[src/rate_spi_pkg.sv]
// Shared constants for the rate sensor serial port and its master
// ==========================================================================
package rate_spi_pkg;
  // Frame layout
  localparam int          FRAME_BITS     = 16;
  localparam int          WR_FLAG_BIT    = 15;
  localparam int          ADDR_MSB       = 14;
  localparam int          ADDR_LSB       = 8;
  // Register byte addresses (lower byte of each word)
  localparam logic [6:0]  ADDR_TEMP      = 7'h02;
  localparam logic [6:0]  ADDR_RATE_EXT  = 7'h04;
  localparam logic [6:0]  ADDR_RATE_PRI  = 7'h06;
  localparam logic [6:0]  ADDR_DEC_SET   = 7'h22;
  localparam logic [6:0]  ADDR_GLOBAL_COMMAND  = 7'h28;
  localparam int          SAVE_BIT       = 3;
  localparam logic [15:0] DEC_RESET      = 16'h0000;
  localparam logic [15:0] ZERO_VALUE     = 16'h0000;
  // Timing
  localparam int          CLK_MHZ        = 125;
  localparam int          SCLK_KHZ_MAX   = 2500;
  localparam int          SCLK_DIV       = (CLK_MHZ * 1000 + 2 * SCLK_KHZ_MAX - 1) / (2 * SCLK_KHZ_MAX);
  localparam int          STALL_US       = 15;
  localparam int          STALL_CYC      = STALL_US * CLK_MHZ;
  localparam int          SAMPLE_CYC     = 61035;
  localparam int          DR_PULSE_CYC   = 4;
endpackage

[src/rate_spi_if.sv]
// Serial link between rate sensor and its master
`timescale 1ns/1ps
`default_nettype none
interface rate_spi_if;
  logic sclk;
  logic cs_n;
  logic mosi;
  logic miso_o;
  logic miso_oe;
  logic miso;
  // Resolve the shared data-out line; floats high when nobody drives
  assign miso = miso_oe ? miso_o : 1'b1;
  modport dev  (input sclk, cs_n, mosi, output miso_o, miso_oe);
  modport host (output sclk, cs_n, mosi, input miso);
endinterface
`default_nettype wire

[src/rate_spi_device.sv]
// Rate sensor serial slave with output registers and config store
`timescale 1ns/1ps
`default_nettype none
module rate_spi_device #(
  parameter int SAMPLE_CYCLES = rate_spi_pkg::SAMPLE_CYC
) (
  // Clock and reset
  input  wire logic      i_core_clk,
  input  wire logic      i_sys_rst,
  // Serial link
  rate_spi_if.dev        spi,
  // Sensor data from the signal chain
  input  wire logic [15:0] i_rate_pri,
  input  wire logic [15:0] i_rate_ext,
  input  wire logic [15:0] i_temp,
  // Status
  output logic           o_sample_done_pin,
  output logic [15:0]    o_decimation_setting,
  output logic           o_flash_busy
);
  import rate_spi_pkg::*;

  // ========================================================================
  // Pin synchronisers
  logic [1:0] sclk_s_q, cs_s_q, mosi_s_q;
  logic       sclk_d1_q;
  always_ff @(posedge i_core_clk) begin
    sclk_s_q  <= {sclk_s_q[0], spi.sclk};
    cs_s_q    <= {cs_s_q[0], spi.cs_n};
    mosi_s_q  <= {mosi_s_q[0], spi.mosi};
    sclk_d1_q <= sclk_s_q[1];
  end
  wire sclk_rise = sclk_s_q[1] & ~sclk_d1_q;
  wire sclk_fall = ~sclk_s_q[1] & sclk_d1_q;
  wire cs_act    = ~cs_s_q[1];

  // ========================================================================
  // Sampling engine: free running from reset
  logic [31:0] smp_cnt_q;
  logic [2:0]  dr_cnt_q;
  logic [15:0] temp_q, ext_q, pri_q;
  logic [15:0] ext_mask;
  // Decimation working copy, read by the mask below, and its mirror
  logic [15:0] dec_q, dec_nv_q;
  wire         smp_tick = (smp_cnt_q == 32'(SAMPLE_CYCLES - 1));
  always_ff @(posedge i_core_clk) begin
    if (i_sys_rst) begin
      smp_cnt_q <= '0;
      temp_q    <= ZERO_VALUE;
      ext_q     <= ZERO_VALUE;
      pri_q     <= ZERO_VALUE;
    end else begin
      smp_cnt_q <= smp_tick ? '0 : smp_cnt_q + 32'd1;
      if (smp_tick) begin
        pri_q  <= i_rate_pri;
        ext_q  <= i_rate_ext & ext_mask;
        temp_q <= i_temp;
      end
    end
  end
  // MSB-justified mask of dec_q[4:0]-many bits, at most 16
  always_comb begin
    ext_mask = '0;
    for (int i = 0; i < 16; i++) begin
      if (i < int'(dec_q[4:0])) ext_mask[15-i] = 1'b1;
    end
  end
  always_ff @(posedge i_core_clk) begin
    if (i_sys_rst) dr_cnt_q <= '0;
    else if (smp_tick) dr_cnt_q <= 3'(DR_PULSE_CYC);
    else if (dr_cnt_q != 3'd0) dr_cnt_q <= dr_cnt_q - 3'd1;
  end
  always_ff @(posedge i_core_clk) begin
    if (i_sys_rst) o_sample_done_pin <= 1'b0;
    else o_sample_done_pin <= smp_tick | (dr_cnt_q > 3'd1);
  end

  // ========================================================================
  // Working and nonvolatile copy of the decimation setting
  logic        busy_q;
  // Frame decode
  logic [15:0] sh_q;
  logic [4:0]  bit_q;
  logic        frame_done;
  wire  [15:0] frame_w = {sh_q[14:0], mosi_s_q[1]};
  wire         is_wr   = frame_w[WR_FLAG_BIT];
  wire  [6:0]  f_addr  = frame_w[ADDR_MSB:ADDR_LSB];
  wire  [7:0]  f_data  = frame_w[7:0];
  assign frame_done = cs_act & sclk_rise & (bit_q == 5'(FRAME_BITS - 1));
  wire   save_req   = frame_done & is_wr & (f_addr == ADDR_GLOBAL_COMMAND) & f_data[SAVE_BIT];
  always_ff @(posedge i_core_clk) begin
    if (i_sys_rst) begin
      dec_q  <= dec_nv_q;
      busy_q <= 1'b0;
    end else begin
      busy_q <= save_req;
      if (frame_done & is_wr & (f_addr == ADDR_DEC_SET)) dec_q[7:0] <= f_data;
      if (frame_done & is_wr & (f_addr == (ADDR_DEC_SET | 7'h01))) dec_q[15:8] <= f_data;
    end
  end
  // Mirror has no reset: it models storage surviving reset
  logic nv_init_q = 1'b0;
  always_ff @(posedge i_core_clk) begin
    if (!nv_init_q) dec_nv_q <= DEC_RESET;
    else if (save_req) dec_nv_q <= dec_q;
    nv_init_q <= 1'b1;
  end
  assign o_decimation_setting = dec_q;
  assign o_flash_busy         = busy_q;

  // ========================================================================
  // Shift engine
  logic [15:0] tx_q;
  logic        rd_pend_q, drive_q, out_q;
  // Read mux, word chosen by even address
  logic [15:0] rd_word;
  always_comb begin
    unique case ({f_addr[6:1], 1'b0})
      ADDR_TEMP:     rd_word = temp_q;
      ADDR_RATE_EXT: rd_word = ext_q;
      ADDR_RATE_PRI: rd_word = pri_q;
      ADDR_DEC_SET:  rd_word = dec_q;
      default:       rd_word = 16'h0000;
    endcase
  end
  always_ff @(posedge i_core_clk) begin
    if (i_sys_rst || !cs_act) begin
      bit_q   <= '0;
      drive_q <= 1'b0;
      if (i_sys_rst) begin
        rd_pend_q <= 1'b0;
        tx_q      <= '0;
      end
    end else begin
      if (sclk_rise) begin
        sh_q  <= frame_w;
        bit_q <= frame_done ? 5'd0 : bit_q + 5'd1;
        if (frame_done) begin
          rd_pend_q <= ~is_wr;
          tx_q      <= rd_word;
        end
      end
      // launch on falling edge; only after read
      if (sclk_fall) begin
        drive_q <= rd_pend_q;
        out_q   <= tx_q[15];
        tx_q    <= {tx_q[14:0], 1'b0};
      end
    end
  end
  assign spi.miso_o  = out_q;
  assign spi.miso_oe = drive_q & cs_act;
endmodule
`default_nettype wire

[src/flat_wrapper.sv]
// flat-port wrapper written by rule: the top's interface ports become plain ports
module rate_spi_device_flat import rate_spi_pkg::*;
#(
  parameter int SAMPLE_CYCLES = rate_spi_pkg::SAMPLE_CYC
)
  (i_core_clk, i_sys_rst, i_rate_pri, i_rate_ext, i_temp, o_sample_done_pin, o_decimation_setting, o_flash_busy, spi_sclk, spi_cs_n, spi_mosi, spi_miso_o, spi_miso_oe);
  rate_spi_if spi_i ();
  input  wire logic i_core_clk;
  input  wire logic i_sys_rst;
  input  wire logic [15:0] i_rate_pri;
  input  wire logic [15:0] i_rate_ext;
  input  wire logic [15:0] i_temp;
  output logic o_sample_done_pin;
  output logic [15:0] o_decimation_setting;
  output logic o_flash_busy;
  input wire logic [$bits(spi_i.sclk)-1:0] spi_sclk;
  input wire logic [$bits(spi_i.cs_n)-1:0] spi_cs_n;
  input wire logic [$bits(spi_i.mosi)-1:0] spi_mosi;
  output wire logic [$bits(spi_i.miso_o)-1:0] spi_miso_o;
  output wire logic [$bits(spi_i.miso_oe)-1:0] spi_miso_oe;
  assign spi_i.sclk = spi_sclk;
  assign spi_i.cs_n = spi_cs_n;
  assign spi_i.mosi = spi_mosi;
  assign spi_miso_o = spi_i.miso_o;
  assign spi_miso_oe = spi_i.miso_oe;
  rate_spi_device #(.SAMPLE_CYCLES(SAMPLE_CYCLES)) u_core (.i_core_clk(i_core_clk), .i_sys_rst(i_sys_rst), .spi(spi_i), .i_rate_pri(i_rate_pri), .i_rate_ext(i_rate_ext), .i_temp(i_temp), .o_sample_done_pin(o_sample_done_pin), .o_decimation_setting(o_decimation_setting), .o_flash_busy(o_flash_busy));
endmodule
[config.mk]
export PLATFORM = sky130hd
export DESIGN_NAME = rate_spi_device_flat
export DESIGN_NICKNAME = d
export VERILOG_FILES = /design/src/rate_spi_pkg.sv /design/src/rate_spi_if.sv /design/src/rate_spi_device.sv /design/src/flat_wrapper.sv
export SDC_FILE = /design/constraint.sdc
export NUM_CORES = 1
export LEC_CHECK = 0
export BUFFER_PORTS_ARGS = -buffer_cell sky130_fd_sc_hd__buf_2
export CORE_ASPECT_RATIO = 0.75
export CORE_UTILIZATION = 53
export CTS_CLUSTER_SIZE = 24
export DETAILED_ROUTE_END_ITERATION = 6
export PLACE_DENSITY = 0.76
export SLEW_MARGIN = 30
export SYNTH_ARGS = -nofsm -noshare
export SYNTH_HDL_FRONTEND = slang
export SYNTH_SLANG_ARGS = --single-unit
export TNS_END_PERCENT = 5
[constraint.sdc]
create_clock -name i_core_clk -period 2.6 [get_ports i_core_clk]
set_input_delay 0.26 -clock i_core_clk [delete_from_list [all_inputs] [get_ports i_core_clk]]
set_output_delay 0.26 -clock i_core_clk [all_outputs]
set_load 0.01 [all_outputs]
==> results.toml, run 1 <==
[timing]
fin_tns_setup_ps = 0
hold_viol_final = 0
setup_viol = 0
relSlewSlack_pct = 59.0
finClkSkew_ps = 9.24
grt_setup_unrepaired = "no"
maxSlewViolCount = 0
worst_hold_slack_ps = 86.6
timing.fmax_ghz = 0.419
fin_crit_ps = 2390
period_share_pct = 91.8
worst_pin_slew_ps = 615

[global_route]
grt_pass1_wl_um = 28500
grt_pass1_vias = 5565
grt_antenna_before_repair = 0
overflow = 0
grtUsageTotal_pct = 26.9
grt_max_degree = 65

[power_and_ir_drop]
p_leak_nw = 2.97
power_mw = 5.64
ir_drop_mv = 0.523
p_per_area_nw_per_um2 = 677

[logic_synthesis]
synthTopCellsByCount = "98 x dfxtp_1, 69 x a21oi_1, 65 x edfxtp_1"
ys_ff_latch = 163
ys_seq_area_share_pct = 54.4
synth_area_um2 = 7190
synth.area.top_cells = "dfxtp_1 27%, edfxtp_1 27%, mux2i_1 5.3%"
synth.avg_cell_area_um2 = 10.1
async_flop_share_pct = 0
ys.flop_type = "dfxtp_1"
ys_types = 52
syn_nets = 770
yosysMostFrequentCell = "dfxtp_1"
yosys_warnings = 0
synth_edf_count = 65
syn_inst = 710
synth_top_area_cell = "dfxtp_1"
synth_top_area_share_pct = 27.3

[place]
io_buffers = 72
hpwl_um = 12000
gp_congestion = 0.823

[setup_path]
rr_endpoint = "u_core.dec_nv_q[13]"
r2r_setup_slack_ps = 210
crit_path_max_fanout = 16
cp_cell_sequence = "ha_1 > and3_1 > ha_1 > nor4bb_2 > nand4_1 > nor2_1 > and4b_1 > buf_12"
crit_top_cell = "ha_1"
worstPathRequired_ps = 2730
endpoint_kind = "flip-flop"
cpPeakStageDelay_ps = 390
timing.rr.start = "u_core.bit_q[0]"
crit_type = "reg2reg"
cp-start-kind = "flip-flop"
arrival_ps = 2520
cpMaxStageDelayCell = "dfxtp_1"
r2r_cells = 8

[clocking]
numCtsBuffers = 17
clk_path_buf_depth = 2
cts_tree = "built"
root_buffer = "clkbuf_16"
clk_pin_slew_worst_paths_ps = 60
htreeDepth = 4
clk-insertion-delay-late_ps = 430
clock_sinks = 163

[worst_hold_path]
hp-start = "i_rate_pri[15]"
holdPathStages = 3
worstHoldPathType = "in2reg"
min_to = "u_core.pri_q[15]"

[floorplan]
start_util_pct = 54.9
dieWidth_um = 137
io_pins = 73
die_area_um2 = 14000
rows = 36
die_h_um = 103
fp.coreArea_um2 = 13100

[routing]
wire_per_inst_um = 19.1
antenna_left = 0
drt_wl_total_um = 18100
initialDrtViolationCount = 484
vias = 5904
viasPerCell = 6.23
firstDrtPassIters = 5
drc_errors = 0

[job]
max_cap_violations = 0

[final_layout]
drive_above_1_share_pct = 17.2
area_growth_pct = 15.8
antenna_cells = 0
nets = 824

[run_status]
status = "finished, final reports clean"
[worst max-delay path by stage]
stage	startpoint	endpoint	slack (ps)	cells past startpoint
2_1_floorplan	u_core.bit_q[0]	u_core.dec_nv_q[0]	150	7
3_3_place_gp	u_core.bit_q[0]	u_core.dec_nv_q[1]	300	8
3_5_place_dp	u_core.bit_q[0]	u_core.dec_nv_q[1]	240	8
4_1_cts	u_core.bit_q[0]	u_core.dec_nv_q[13]	200	8
5_1_grt	u_core.bit_q[0]	u_core.dec_nv_q[13]	20	8
6_report	u_core.bit_q[0]	u_core.dec_nv_q[13]	210	8
[layout make-up]
class / instances / area (µm²)
Timing Repair Buffer: 93 / 551
Clock inverter: 13 / 148
Clock buffer: 19 / 453
Sequential cell: 163 / 3910
Tap cell: 171 / 214
Fill cell: 1015 / 4770
Multi-Input combinational cell: 481 / 3030
Inverter: 8 / 30.0
[registers in the layout, indices dropped and copies added, names as in the netlist]
register / count
u_core.sclk_s_q: 2
u_core.sclk_d1_q: 1
u_core.drive_q: 1
u_core.rd_pend_q: 1
u_core.ext_q: 16
u_core.temp_q: 16
u_core.pri_q: 16
u_core.sh_q: 15
u_core.spi.miso_o: 1
u_core.tx_q: 16
u_core.dec_nv_q: 16
u_core.mosi_s_q: 2
u_core.cs_s_q: 2
u_core.smp_cnt_q: 32
u_core.bit_q: 5
u_core.o_flash_busy: 1
u_core.o_sample_done_pin: 1
u_core.dr_cnt_q: 3
u_core.o_decimation_setting: 16
[metal layers]
| layer | up-vias | wire length (µm) | share of wire [%] | global-route usage, % |
|---|---|---|---|---|
| li1 | 2774 | - | - | - |
| met1 | 2899 | 8130 | 45 | 37.0 |
| met2 | 220 | 8490 | 47 | 42.0 |
| met3 | 11 | 1340 | 7.4 | 7.03 |
| met4 | 0 | 123 | 0.68 | 7.44 |
| met5 | - | 0 | 0 | 0 |
[where the power goes]
| group | switching, mW | internal (mW) | leakage (nW) |
|---|---|---|---|
| registers | 0.0643 | 2.72 | 1.42 |
| clock network | 1.05 | 1.48 | 0.296 |
| logic | 0.180 | 0.144 | 1.26 |
| total | 1.29 | 4.35 | 2.97 |
[placed cells by master, fill, tap and decap left out, types with 6 or more instances in the layout]
cell type / netlist / layout
nand3_1: 13 / 13
nor2_1: 34 / 34
or4b_1: 6 / 6
a21oi_1: 69 / 69
dfxtp_1: 98 / 98
a22o_1: 15 / 15
o22ai_1: 16 / 16
or4_1: 11 / 11
nand4_1: 50 / 50
clkbuf_16: 0 / 17
o21ai_1: 8 / 8
o21ai_0: 54 / 54
inv_1: 8 / 8
mux2i_1: 38 / 38
ha_1: 7 / 7
nand2_1: 46 / 46
buf_4: 0 / 16
or3_1: 10 / 10
o31ai_1: 9 / 9
nand2b_1: 15 / 15
nor3_1: 8 / 8
nor4_1: 11 / 11
xnor2_1: 12 / 12
buf_2: 9 / 72
edfxtp_1: 65 / 65
[critical path, delay by kind of cell (launching register included)]
family / cells / cell delay [ps]
fa+ha+maj: 2 / 380
buf+inv: 1 / 170
flops: 1 / 390
simple gates: 5 / 1160
[cell families after synthesis]
logic type	share of synthesized area (%)
compound gates	15.1
xor+xnor	1.95
fa+ha+maj	1.22
buf+inv	3.70
flops	54.4
mux	5.29
simple gates	18.3
[stage by stage]
step           cell area (µm²)  setup slack, ps  utilization (%)  instances
2_1_floorplan             7190              149                -        710
3_3_place_gp              7700              296             58.7        913
3_5_place_dp              7700              237             58.7        913
4_1_cts                   8330              198             63.5        948
5_1_grt                   8330             17.9             63.6        948
6_report                  8330              214             63.6        948
[timing repair]
action / CTS / global route
setup buffers: 0 / 0
hold endpoints to repair: 3 / 0
resized for setup: 0 / 2
hold buffers: 3 / 0
endpoints found under the setup margin: 0 / 24
No activity file was read; power rests on OpenSTA's default activity.
==> inputs of run 2 (changes only) <==
- REMOVE_ABC_BUFFERS: unset -> 1
==> results.toml, run 2 (synthesized netlist as in run 1, its figures left out) <==
[final_layout]
final_cell_mix = "98 x dfxtp_1, 72 x buf_2, 69 x a21oi_1"
fin_cells = 951
drive_above_1_share_pct = 17.6
multi_input_area_um2 = 3040
regMostFlops = "u_core.smp_cnt_q"
mostFrequentLayoutCell = "dfxtp_1"
largest_reg_flops = 32
nets = 827
antenna_cells = 0
regArea_um2 = 3910
post-route-cell-area_um2 = 8380
nFillCells = 1009
area_growth_pct = 16.5

[floorplan]
io_pins = 73
die_area_um2 = 14000
dieWidth_um = 137
start_util_pct = 54.9
fp.coreArea_um2 = 13100
die_h_um = 103
rows = 36

[global_route]
overflow = 0
grt_pass1_wl_um = 28200
grtUsageTotal_pct = 26.6
grt_max_degree = 65
grt_antenna_before_repair = 0
grt_pass1_vias = 5566

[power_and_ir_drop]
p_comb_share_pct = 5.6
p_per_area_nw_per_um2 = 687
p_seq_share_pct = 48.5
p_leak_nw = 2.99
ir_drop_mv = 0.504
clkPwrFrac_pct = 45.9
intPower_mw = 4.41
p_switching_mw = 1.34
switching_share_pct = 23.3

[timing]
timing.fmax_ghz = 0.405
finClkSkew_ps = 13.6
relSlewSlack_pct = 57.0
maxSlewViolCount = 0
fin_crit_ps = 2470
setup_viol = 0
period_share_pct = 94.9
hold_viol_final = 0
worst_pin_slew_ps = 645
worst_slack_ps = 134

[routing]
vias = 5867
antenna_left = 0
drc_errors = 0
wire_per_inst_um = 18.8
drt_wl_total_um = 17900
viasPerCell = 6.17
initialDrtViolationCount = 586
firstDrtPassIters = 5

[setup_path]
cp-start-kind = "flip-flop"
worstSetupStartpoint = "u_core.bit_q[0]"
cpMaxStageDelayCell = "dfxtp_1"
cp_cell_sequence = "ha_1 > and3_1 > ha_1 > nor4bb_4 > nand4_1 > nor2_4 > and4b_1 > buf_4"
critPathBufInv = 1
worstPathRequired_ps = 2740
crit_family = "simple AND/OR/NAND/NOR gates"
cpPeakStageDelay_ps = 400
crit_top_cell = "ha_1"
arrival_ps = 2600
endpoint_kind = "flip-flop"
crit_path_max_fanout = 8
crit_type = "reg2reg"
timing.rr.start = "u_core.bit_q[0]"

[place]
post-place-ws_ps = 88.5
place_inst = 915
dpl_cell_area_um2 = 7700
hpwl_um = 11400
gp_congestion = 0.835
io_buffers = 72

[clocking]
clk-insertion-delay-late_ps = 430
numCtsBuffers = 17
clk_path_buf_depth = 2
htreeDepth = 4
cts_tree = "built"
clock_sinks = 163
root_buffer = "clkbuf_16"
clk_pin_slew_worst_paths_ps = 70

[run_status]
status = "finished, final reports clean"

[worst_hold_path]
worstHoldPathType = "in2reg"
hp-start = "i_temp[2]"

[job]
max_cap_violations = 0
## run 2: cell types whose count changed in the layout (fill, tap and decap cells not counted), sizes merged
cell | before | now
buf | 90 | 93
bufinv | 2 | 3
clkbuf | 19 | 17
clkinv | 6 | 2
clkinvlp | 1 | 3
inv | 12 | 15
## run 2: layout make-up
type	count	area share (%)
clock buffer	17	5.08
clock inverter	15	2.36
inverter	8	0.358
multi-input combinational	481	36.3
sequential	163	46.7
tap	171	2.55
timing repair buffer	96	6.69
## run 2: what timing repair did
action | 4_1_cts | 5_1_grt
hold buffers | 3 | 0
hold endpoints to repair | 3 | 0
setup endpoints to repair | 0 | 24
setup buffers | 0 | 1
resized for setup | 0 | 4
## run 2: final timing paths
path | endpoint | slack, ps | depth (start not counted)
worst max-delay path | u_core.dec_nv_q[1] | 130 | 8
worst min-delay path | u_core.temp_q[2] | 90 | 3
worst max register to register | u_core.dec_nv_q[1] | 130 | 8
worst min register to register | u_core.cs_s_q[1] | 330 | 0
## run 2: power groups by stage
stage	logic (mW)	clock network, mW	registers, mW
after floorplan	0.174	0	2.83
after global placement	0.302	0	2.84
after detailed placement	0.318	0	2.84
after CTS	0.327	2.66	2.79
after global routing	0.366	2.78	2.80
final	0.325	2.64	2.79
## run 2: worst reg2reg max path: cells and delay by family, from the launching register on
kind	cells	cell delay (ps)
buffers and inverters	1	200
DFF	1	400
adders and majority gates	2	420
and+or+nand+nor	5	1160
## run 2: routing by layer
metal	track usage (%)	wire, µm
met1	36.9	8240
met2	40.3	8040
met3	6.00	1210
met4	11.0	375
met5	0	0
## run 2: stage by stage
stage	utilization (%)	hold WS [ps]	TNS [ps]	power, mW
floorplan	-	288	-33550	3.01
global placement	58.7	313	0	3.14
detailed placement	58.7	315	0	3.16
CTS	63.7	74.4	0	5.77
global route	63.9	72.3	-291	5.94
finish	63.9	86.6	0	5.76
==> inputs of run 3 (changes only) <==
- ABC_CLOCK_PERIOD_IN_PS: unset -> 2600
- CORE_ASPECT_RATIO: 0.75 -> 1.25
- CORE_MARGIN: unset -> 4
==> results.toml, run 3 (synthesized netlist as in run 1, its figures left out) <==
[run_status]
status = "finished, final reports clean"

[floorplan]
start_util_pct = 54.1
die_area_um2 = 15500
fp.coreArea_um2 = 13300
die_h_um = 138
rows = 47
io_pins = 73
dieWidth_um = 112

[worst_hold_path]
holdPathStages = 3
worstHoldPathType = "in2reg"

[clocking]
clock_sinks = 163
numCtsBuffers = 17
clk_pin_slew_worst_paths_ps = 70
clk_path_buf_depth = 2
cts_tree = "built"
clk-insertion-delay-late_ps = 430
htreeDepth = 4
root_buffer = "clkbuf_16"
post-cts-setup-buffers = 0

[setup_path]
arrival_ps = 2590
cpPeakStageDelay_ps = 420
cp-start-kind = "flip-flop"
endpoint_kind = "flip-flop"
cpMaxStageDelayCell = "dfxtp_1"
crit_type = "reg2reg"
cp_cell_sequence = "ha_1 > and3_1 > ha_2 > nor4bb_4 > nand4_1 > nor2_1 > and4b_1 > buf_6"
worstPathRequired_ps = 2720
r2r_cells = 8
crit_path_max_fanout = 16

[routing]
initialDrtViolationCount = 482
drt_wl_total_um = 18300
wire_per_inst_um = 19.3
vias = 5913
drc_errors = 0
antenna_left = 0
firstDrtPassIters = 4
viasPerCell = 6.22

[global_route]
grt_antenna_before_repair = 0
grt_pass1_wl_um = 29400
overflow = 0
grtUsageTotal_pct = 23.5
grt_max_degree = 65
grt_pass1_vias = 5783

[timing]
setup_viol = 0
worst_pin_slew_ps = 622
maxSlewViolCount = 0
relSlewSlack_pct = 58.5
fin_crit_ps = 2460
period_share_pct = 94.7
timing.fmax_ghz = 0.406
finClkSkew_ps = 8.58
hold_viol_final = 0
worst_hold_slack_ps = 89.1

[power_and_ir_drop]
p_per_area_nw_per_um2 = 674
p_leak_nw = 2.96
power_mw = 5.62
ir_drop_mv = 0.387

[place]
hpwl_um = 11900
place_inst = 916
dpl_cell_area_um2 = 7690
io_buffers = 72
gp_congestion = 0.914

[final_layout]
post-route-util_pct = 62.7
largest_reg_flops = 32
antenna_cells = 0
final_cell_mix = "98 x dfxtp_1, 72 x buf_2, 69 x a21oi_1"
area_growth_pct = 15.8
regArea_um2 = 3910
nFillCells = 1101
regMostFlops = "u_core.smp_cnt_q"
mostFrequentLayoutCell = "dfxtp_1"
fin_cells = 951
post-route-cell-area_um2 = 8330
multi_input_area_um2 = 3040
nets = 827
drive_above_1_share_pct = 17.3

[job]
max_cap_violations = 0
run 3: routing by layer:
layer / wire (µm) / global-route usage [%]
met5: 0 / 0
met4: 435 / 8.23
met3: 1290 / 5.46
met2: 9390 / 41.4
met1: 7230 / 28.1
run 3: final cells by class:
type | count | share of cell area (%)
repair buffers | 96 | 6.62
clock inverters | 14 | 1.86
inverters | 8 | 0.361
well taps | 171 | 2.57
multi-input cells | 481 | 36.4
clock buffers | 18 | 5.15
flip-flops and latches | 163 | 47.0
run 3: through the flow:
step | worst slack [ps] | TNS [ps]
after CTS | 14.7 | 0
after global placement | 208 | 0
after detailed placement | 65.0 | 0
after floorplan | -1040 | -33550
final | 137 | 0
after global routing | -8.63 | -66.0
run 3: critical path: cells and delay by family, from the launching register on:
family / cells / cell delay (ps)
DFF: 1 / 420
buffers and inverters: 1 / 200
adders and majority gates: 2 / 480
and+or+nand+nor: 5 / 1060
run 3: repair_timing:
item	4_1_cts	5_1_grt
setup endpoints to repair	0	24
hold buffers	3	0
endpoints found under the hold margin	3	0
gates resized for setup	0	4
run 3: path summary, 6_finish.rpt:
kind,from,to,slack [ps]
worst max-delay path,u_core.bit_q[0],u_core.dec_nv_q[2],140
worst min-delay path,i_rate_pri[2],u_core.pri_q[2],90
worst max register to register,u_core.bit_q[0],u_core.dec_nv_q[2],140
worst min register to register,u_core.mosi_s_q[0],u_core.mosi_s_q[1],330
run 3: where the power goes:
group | internal [mW] | leakage (nW) | total, mW | switching, mW
clock network | 1.43 | 0.272 | 2.49 | 1.07
registers | 2.72 | 1.42 | 2.79 | 0.0664
logic | 0.147 | 1.27 | 0.332 | 0.186
total | 4.30 | 2.96 | 5.62 | 1.32
